$ cat config.mk
export PLATFORM = sky130hd
export DESIGN_NAME = apdc_top
export DESIGN_NICKNAME = d
export VERILOG_FILES = /design/src/verilog/apdc_pkg.sv /design/src/verilog/apdc_sync3.sv /design/src/verilog/apdc_top.sv
export SDC_FILE = /design/constraint.sdc
export NUM_CORES = 1
export LEC_CHECK = 0
export ABC_AREA = 1
export BUFFER_PORTS_ARGS = -buffer_cell sky130_fd_sc_hd__buf_4
export CAP_MARGIN = 20
export CORE_ASPECT_RATIO = 2
export CORE_UTILIZATION = 45
export DETAILED_ROUTE_END_ITERATION = 10
export GPL_TIMING_DRIVEN = 0
export PLACE_DENSITY = 0.77
export SYNTH_ARGS = -nofsm -noshare
export SYNTH_HDL_FRONTEND = slang
export SYNTH_SLANG_ARGS = --single-unit
$ cat constraint.sdc
create_clock -name clk -period 1.88 [get_ports clk]
set_input_delay 0.188 -clock clk [delete_from_list [all_inputs] [get_ports clk]]
set_output_delay 0.188 -clock clk [all_outputs]
set_load 0.02 [all_outputs]
$ cat src/verilog/apdc_pkg.sv
// Constants and carrier types for the automatic power-down control block.
package apdc_pkg;

  localparam int IDLE_CNT_W = 4;
  localparam logic [IDLE_CNT_W-1:0] IDLE_LIMIT = 4'hf;
  localparam logic [IDLE_CNT_W-1:0] IDLE_CNT_RESET = 4'h0;

  localparam int REG_W = 8;
  localparam logic [REG_W-1:0] REG_A_RESET = 8'h00;
  localparam logic [REG_W-1:0] REG_C_RESET = 8'h00;
  localparam logic [REG_W-1:0] REG_A_USED_MASK = 8'h3a;
  localparam logic [REG_W-1:0] REG_C_USED_MASK = 8'h7c;

  localparam int A_APD_EN_BIT = 1;
  localparam int A_TURBO_OFF_BIT = 3;
  localparam int A_ARRAY_CLK_OFF_BIT = 4;
  localparam int A_MCELL_CLK_OFF_BIT = 5;
  localparam int C_CTL_BLOCK_LSB = 2;
  localparam int CTL_NUM = 5;

  localparam int PIN_STROBE = 0;
  localparam int PIN_CLOCK = 1;
  localparam int PIN_CS_N = 2;
  localparam int PIN_RESET_N = 3;
  localparam int PIN_NUM = 4;
  localparam logic [PIN_NUM-1:0] PIN_SYNC_RESET = 4'hc;

  typedef enum logic {APDC_RUN, APDC_DOWN} apdc_state_t;

  typedef struct packed {
    logic flash;
    logic eeprom;
    logic sram;
    logic io_space;
  } apdc_mem_t;

  typedef struct packed {
    logic data_port_oe;
    logic periph_oe;
    logic addr_out_valid;
  } apdc_pin_ctl_t;

endpackage

$ cat src/verilog/apdc_sync3.sv
// Three-stage pin synchroniser that accepts a change once stages agree.
`timescale 1ns/1ps
module apdc_sync3 import apdc_pkg::*;
#(
  parameter int W = 4,
  parameter logic [W-1:0] INIT = '0
)
(
  input wire logic clk,
  input wire logic reset,
  input wire logic [W-1:0] d,
  output logic [W-1:0] q
);

  logic [W-1:0] s1_q;
  logic [W-1:0] s2_q;
  logic [W-1:0] s3_q;
  logic [W-1:0] q_d;

  // A bit only moves when the last two stages agree, filtering one-cycle
  // metastable settling from reaching the counters.
  assign q_d = (~(s2_q ^ s3_q) & s3_q) | ((s2_q ^ s3_q) & q);

  always_ff @(posedge clk or posedge reset)
  begin
    if (reset)
    begin
      s1_q <= INIT;
      s2_q <= INIT;
      s3_q <= INIT;
      q <= INIT;
    end
    else
    begin
      s1_q <= d;
      s2_q <= s1_q;
      s3_q <= s2_q;
      q <= q_d;
    end
  end

endmodule

$ cat src/verilog/apdc_top.sv
// Automatic power-down control: idle timing, blocking and standby control.
`timescale 1ns/1ps
// How it works
// - Idle strobe starts four-bit logic-clock counter.
// - Fifteen idle logic clocks assert power-down.
// - Unit enable alone enables power-down entry.
// - Strobe activity wakes the device again.
// - Chip-select low or reset release wakes.
// - Power-down blocks host address/data, deselects memories.
// - Memories standby; logic and ports stay active.
// - Peripheral pins and data tri-stated, address undefined.
// - Clock blocking never stops the idle counter.
// - Power-down leaves logic behaviour to turbo only.
// - Turbo defaults on; set bit disables it.
// - Host-writable registers; blocking bits gate logic inputs.
// - Toggling unblocked inputs keep logic awake.
// - Chip-select high deselects all memories.
// - Chip-select blocks nothing in logic.
// - Port D pins give strobe and clock.
// - Memories wake on input change only.
// - Register A bit 1 enables the unit.
// - Register A bit 3 turns turbo off.
// - Register A bits 4,5 gate logic clock.
// - Registers clear at power-up reset only.
module apdc_top import apdc_pkg::*;
(
  input wire logic clk,
  input wire logic reset,
  input wire logic port_d_pin0,
  input wire logic port_d_pin1,
  input wire logic port_d_pin2,
  input wire logic reset_pin_n,
  input wire logic cfg_strobe_pin,
  input wire logic cfg_clock_pin,
  input wire logic cfg_cs_pin,
  input wire logic reg_a_wr,
  input wire logic reg_c_wr,
  input wire logic [REG_W-1:0] reg_wdata,
  input wire logic [15:0] host_addr,
  input wire logic [7:0] host_data,
  input wire logic [CTL_NUM-1:0] ctl_in,
  input wire logic data_port_oe_req,
  input wire logic periph_oe_req,
  input wire logic addr_out_req,
  output logic [REG_W-1:0] power_mode_reg_a_q,
  output logic [REG_W-1:0] power_mode_reg_c_q,
  output logic power_down_signal_q,
  output logic [IDLE_CNT_W-1:0] idle_count_q,
  output logic [15:0] arr_addr_q,
  output logic [7:0] arr_data_q,
  output apdc_mem_t mem_sel_q,
  output apdc_mem_t mem_standby_q,
  output apdc_pin_ctl_t pin_ctl_q,
  output logic [CTL_NUM-1:0] logic_ctl_q,
  output logic array_clk_q,
  output logic mcell_clk_q,
  output logic logic_turbo_q,
  output logic logic_standby_q
);

  // ******************************************************************
  // Pin synchronisation and edge detection
  // ******************************************************************
  logic [PIN_NUM-1:0] pins_raw;
  logic [PIN_NUM-1:0] pins_s;
  logic strobe_s;
  logic logic_clock_input_s;
  logic cs_n_s;
  logic rst_n_s;
  logic strobe_prev_q;
  logic logic_clock_input_prev_q;
  logic cs_prev_q;
  logic rst_prev_q;
  logic strobe_act;
  logic clk_rise;
  logic cs_fall;
  logic rst_rise;

  assign pins_raw = {reset_pin_n, port_d_pin2, port_d_pin1, port_d_pin0};
  apdc_sync3 #(
    .W(PIN_NUM),
    .INIT(PIN_SYNC_RESET)
  ) u_sync (
    .clk(clk),
    .reset(reset),
    .d(pins_raw),
    .q(pins_s)
  );

  // Unconfigured pins read as a quiet strobe, a still clock and a
  // selected chip, so the block falls back to plain always-on behaviour.
  assign strobe_s = cfg_strobe_pin & pins_s[PIN_STROBE];
  assign logic_clock_input_s = cfg_clock_pin & pins_s[PIN_CLOCK];
  assign cs_n_s = cfg_cs_pin & pins_s[PIN_CS_N];
  assign rst_n_s = pins_s[PIN_RESET_N];

  assign strobe_act = strobe_s ^ strobe_prev_q;
  assign clk_rise = logic_clock_input_s & ~logic_clock_input_prev_q;
  assign cs_fall = cs_prev_q & ~cs_n_s;
  assign rst_rise = rst_n_s & ~rst_prev_q;

  always_ff @(posedge clk or posedge reset)
  begin
    if (reset)
    begin
      strobe_prev_q <= 1'b0;
      logic_clock_input_prev_q <= 1'b0;
      cs_prev_q <= 1'b0;
      rst_prev_q <= 1'b1;
    end
    else
    begin
      strobe_prev_q <= strobe_s;
      logic_clock_input_prev_q <= logic_clock_input_s;
      cs_prev_q <= cs_n_s;
      rst_prev_q <= rst_n_s;
    end
  end

  // ******************************************************************
  // Power mode registers
  // ******************************************************************
  logic apd_en;
  logic [CTL_NUM-1:0] ctl_block;

  // Only the power-up reset clears these; the device reset pin does not.
  always_ff @(posedge clk or posedge reset)
  begin
    if (reset)
    begin
      power_mode_reg_a_q <= REG_A_RESET;
      power_mode_reg_c_q <= REG_C_RESET;
    end
    else
    begin
      if (reg_a_wr)
        power_mode_reg_a_q <= reg_wdata & REG_A_USED_MASK;
      if (reg_c_wr)
        power_mode_reg_c_q <= reg_wdata & REG_C_USED_MASK;
    end
  end

  assign apd_en = power_mode_reg_a_q[A_APD_EN_BIT];
  assign ctl_block = power_mode_reg_c_q[C_CTL_BLOCK_LSB +: CTL_NUM];

  // ******************************************************************
  // Idle counter and power-down state
  // ******************************************************************
  apdc_state_t state_q;
  apdc_state_t state_d;
  logic [IDLE_CNT_W-1:0] idle_count_d;
  logic idle_full;
  logic enter_down;
  logic wake;
  logic pd_next;

  assign idle_full = idle_count_q == IDLE_LIMIT;
  // The unit enable is the only gate on entry; no second mode enable.
  assign enter_down = apd_en & idle_full & ~strobe_act;
  assign wake = strobe_act | cs_fall | rst_rise | ~apd_en;

  always_comb
  begin
    state_d = state_q;
    case (state_q)
      APDC_RUN:
        if (enter_down)
          state_d = APDC_DOWN;
      APDC_DOWN:
        if (wake)
          state_d = APDC_RUN;
      default:
        state_d = APDC_RUN;
    endcase
  end
  assign pd_next = state_d == APDC_DOWN;

  // The counter sees the logic clock even when the arrays do not.
  always_comb
  begin
    idle_count_d = idle_count_q;
    if (~apd_en || strobe_act || state_q == APDC_DOWN)
      idle_count_d = IDLE_CNT_RESET;
    else if (clk_rise && !idle_full)
      idle_count_d = idle_count_q + 4'h1;
  end

  always_ff @(posedge clk or posedge reset)
  begin
    if (reset)
    begin
      state_q <= APDC_RUN;
      idle_count_q <= IDLE_CNT_RESET;
      power_down_signal_q <= 1'b0;
    end
    else
    begin
      state_q <= state_d;
      idle_count_q <= idle_count_d;
      power_down_signal_q <= pd_next;
    end
  end

  // ******************************************************************
  // Host path blocking, memory select and standby
  // ******************************************************************
  logic host_changed;
  logic mem_on;
  apdc_mem_t mem_sel_d;
  apdc_mem_t mem_standby_d;
  apdc_pin_ctl_t pin_ctl_d;

  assign host_changed = (host_addr != arr_addr_q) | (host_data != arr_data_q);
  // Chip select deselects memories and its falling edge wakes power-down; logic paths ignore it.
  assign mem_on = ~pd_next & ~cs_n_s;
  assign mem_sel_d = {4{mem_on}};
  // A selected memory idles unless its frozen inputs are about to move.
  assign mem_standby_d = {4{~mem_on | ~host_changed}};
  assign pin_ctl_d.data_port_oe = data_port_oe_req & ~pd_next;
  assign pin_ctl_d.periph_oe = periph_oe_req & ~pd_next;
  assign pin_ctl_d.addr_out_valid = addr_out_req & ~pd_next;

  always_ff @(posedge clk or posedge reset)
  begin
    if (reset)
    begin
      arr_addr_q <= 16'h0000;
      arr_data_q <= 8'h00;
      mem_sel_q <= '0;
      mem_standby_q <= '1;
      pin_ctl_q <= '0;
    end
    else
    begin
      if (!pd_next)
      begin
        arr_addr_q <= host_addr;
        arr_data_q <= host_data;
      end
      mem_sel_q <= mem_sel_d;
      mem_standby_q <= mem_standby_d;
      pin_ctl_q <= pin_ctl_d;
    end
  end

  // ******************************************************************
  // Logic array inputs, clocks and turbo
  // ******************************************************************
  logic [CTL_NUM-1:0] logic_ctl_d;
  logic array_clk_d;
  logic logic_toggling;

  // A blocked input holds its last level so it stops drawing switching
  // power; power-down itself never touches these paths.
  genvar gi;
  generate
    for (gi = 0; gi < CTL_NUM; gi++)
    begin : g_ctl
      assign logic_ctl_d[gi] = ctl_block[gi] ? logic_ctl_q[gi] : ctl_in[gi];
    end
  endgenerate

  assign array_clk_d = logic_clock_input_s & ~power_mode_reg_a_q[A_ARRAY_CLK_OFF_BIT];
  assign logic_toggling = (|(logic_ctl_d ^ logic_ctl_q)) |
                          (array_clk_d ^ array_clk_q) |
                          (~pd_next & host_changed);

  always_ff @(posedge clk or posedge reset)
  begin
    if (reset)
    begin
      logic_ctl_q <= '0;
      array_clk_q <= 1'b0;
      mcell_clk_q <= 1'b0;
      logic_turbo_q <= 1'b1;
      logic_standby_q <= 1'b0;
    end
    else
    begin
      logic_ctl_q <= logic_ctl_d;
      array_clk_q <= array_clk_d;
      mcell_clk_q <= logic_clock_input_s & ~power_mode_reg_a_q[A_MCELL_CLK_OFF_BIT];
      logic_turbo_q <= ~power_mode_reg_a_q[A_TURBO_OFF_BIT];
      logic_standby_q <= power_mode_reg_a_q[A_TURBO_OFF_BIT] &
                         ~logic_toggling;
    end
  end
endmodule
==> run metrics <==
outcome=completed; largest net degree at the start of global routing=43; area of the multi-input gates=1160 µm²; clk sinks=72; first-pass GRT wire length=12400 µm; Post-CTS Setup Bufs=0; Site Rows=44; worst hold stages=3; die area=7840 µm²; Cell Chain, Critical Path=ha_1, nand3_2, o21ai_2, nand2_2, buf_6, buf_8, nand2_2, o21ai_2; CP endpoint kind=register; PortBufs=105; Slew @ Worst Pin=660 ps; worst vdd ir=0.481 mV; clock transition at the registers of the reported paths=60 ps; startpoint types=register; Max-slew headroom=0.559; Final min period=1530 ps; initial antenna violation count=0; CTS root buf=clkbuf_16; #FFs+latches synth=72; drt pass-1 iters=4; final hold violations=0; Switch Pwr=1.05 mW; WHS=74.1 ps; Post-DP HPWL=5590 µm; drt drc=0; CTS buffer count=9; combinational group share of total power=0.164; drt wl/cell=11.9 µm; ant diodes=0; GR Util All Layers=0.204; post-synth top area share=0.454; Yosys warnings=0; starting density of the core=0.462; Clock power frac=0.394; Setup violations, final=0; CP bufs+invs=2; CTS tree=done; clock skew=4.18 ps; initial drt markers=82; CTS H-tree lvls=3; top post-synthesis cells by area=dfrtp_1 45%, nand2_1 12%, dfstp_2 8.6%, inv_1 7.5%, o21ai_2 5.5%; grt ovf=0; PD cells=848 nW/µm²; path length in cells of the critical path=8; Avg Inst Size Synth=8.77 µm²; Seq. cell area=1820 µm²; period utilization=0.814; vias per inst=4.59; slowest cell delay on critical path=410 ps; critical path's top delay family=flip-flops; P_leak=2.56 nW; unique cell type count in the Yosys netlist=30; chip height=124 µm; clock buffer depth=2; cell count after synthesis=383; Pint=2.88 mW; Die W=63.1 µm; design area=4640 µm²; post-synthesis sequential area ratio=0.540; Switching Fraction=0.267; WL final=7210 µm; Max Clock Freq=653 MHz; via count=2788; layout cells sized above 1=0.380; Clock Latency Late Sink=330 ps; Post-DP Area=4310 µm²; critical path class=register to register; number of global-route vias before repair=2906; WP data arrival=1740 ps; setup TNS=0 ps; io pins=116; GP Congestion=0.760; sequential share of power=0.443; max-slew violations=0; area grow syn2layout=37.9%; max_cap viols=0; RSZ-0062 raised after global routing=no; CP max-delay cell=dfrtp_1; critical path peak fanout=10; Hold Crit Class=input port to register; Detail Route Antenna Nets=0; final core area utilization=0.638; cell area after synthesis=3360 µm²; Required @ worst endpoint=2090 ps; reg2reg path depth=8; post-synth top area cell=dfrtp_1; Fill cells=656; core area=7270 µm²; fin nets=563
## worst register-to-register path, cell delays in order (launching register included)
cell and delay, ps:
dfrtp_1 410, ha_1 230, nand3_2 130, o21ai_2 140, nand2_2 80, buf_6 150
buf_8 150, nand2_2 60, o21ai_2 50
## routing by layer
layer,wire length [µm],track usage
met1,2570,0.202
met3,259,0.0267
met2,4090,0.380
met5,0,0
met4,293,0.134
## area by class of cell
class / count / area share
multi-input combinational: 230 / 0.250
clock inverter: 5 / 0.00702
timing repair buffer: 111 / 0.185
inverter: 68 / 0.0559
sequential: 72 / 0.392
tap: 92 / 0.0248
clock buffer: 11 / 0.0524
buffer: 19 / 0.0329
## flip-flops by register name, summed over array words and instances (netlist names), 3 cells and up, named ones only
register and flops:
arr_data_q 8, pin_ctl_q 3, logic_ctl_q 5, u_sync.s1_q 4, u_sync.s3_q 4, power_mode_reg_c_q 5
idle_count_q 4, u_sync.s2_q 4, arr_addr_q 16, power_mode_reg_a_q 4
## synthesized netlist by cell type
cell / count
o21ai_1: 1
mux2_2: 2
nor2_4: 1
buf_6: 1
buf_4: 13
nand3b_1: 2
o211ai_1: 1
xor2_1: 5
nand3_1: 7
nand2_2: 17
buf_2: 2
nand4_1: 2
o21ai_2: 21
clkbuf_1: 1
a21oi_2: 1
nand2_1: 111
nand3_2: 1
ha_1: 1
buf_8: 2
nor3_1: 4
a31o_2: 1
inv_2: 1
a21oi_1: 2
maj3_1: 4
dfstp_2: 11
inv_1: 67
conb_1: 1
dfrtp_1: 61
o21ai_0: 14
nor2_1: 25
## cells in the final DEF, fill, tap and decap left out, drive strengths merged
cell type / instances
ha: 1
a31o: 1
nand3: 8
clkinv: 2
nand3b: 2
o21ai: 36
nand4: 2
mux2: 2
clkbuf: 12
dfstp: 11
xor2: 5
nand2: 128
conb: 7
nor3: 4
inv: 67
o211ai: 1
maj3: 4
dfrtp: 61
buf: 124
clkinvlp: 4
a21oi: 3
dlygate4sd3: 5
nor2: 26
## final timing paths
kind,start,end,slack (ps)
max,idle_count_q[0],arr_addr_q[3],350
min,reg_wdata[6],power_mode_reg_c_q[6],70
max reg2reg,idle_count_q[0],arr_addr_q[3],350
min reg2reg,u_sync.s1_q[0],u_sync.s2_q[0],350
max in group asynchronous,reset,rst_prev_q,690
min in group asynchronous,reset,arr_data_q[3],520
## power groups by stage
stage,sequential [mW],combinational (mW),clock (mW)
floorplan,1.84,0.271,0
global placement,1.76,0.621,0
detailed placement,1.77,0.640,0
CTS,1.74,0.651,1.57
global route,1.75,0.709,1.64
finish,1.74,0.643,1.55
## per-stage QoR
stage	power, mW	setup slack, ps	std cells
after floorplan	2.11	366	389
after global placement	2.38	383	586
after detailed placement	2.41	359	587
after CTS	3.97	332	608
after global routing	4.11	229	608
final	3.93	350	608
## cells by family (layout without fill, tap and decap cells)
group                    after synthesis  after routing  synth area share
AND/OR/NAND/NOR                      170            170             0.214
buffers and inverters                 87            214             0.121
flip-flops                            72             72             0.540
AO/OA/AOI/OAI                         41             41            0.0875
adder cells (fa/ha/maj)                5              5            0.0156
XOR/XNOR                               5              5            0.0130
multiplexers                           2              2           0.00670
other                                  1              7           0.00112
## what timing repair did
action,in CTS,in global routing
hold buffers,5,0
gates resized for setup,0,0
hold endpoints to repair,31,0
(Power assumes the default switching activity.)
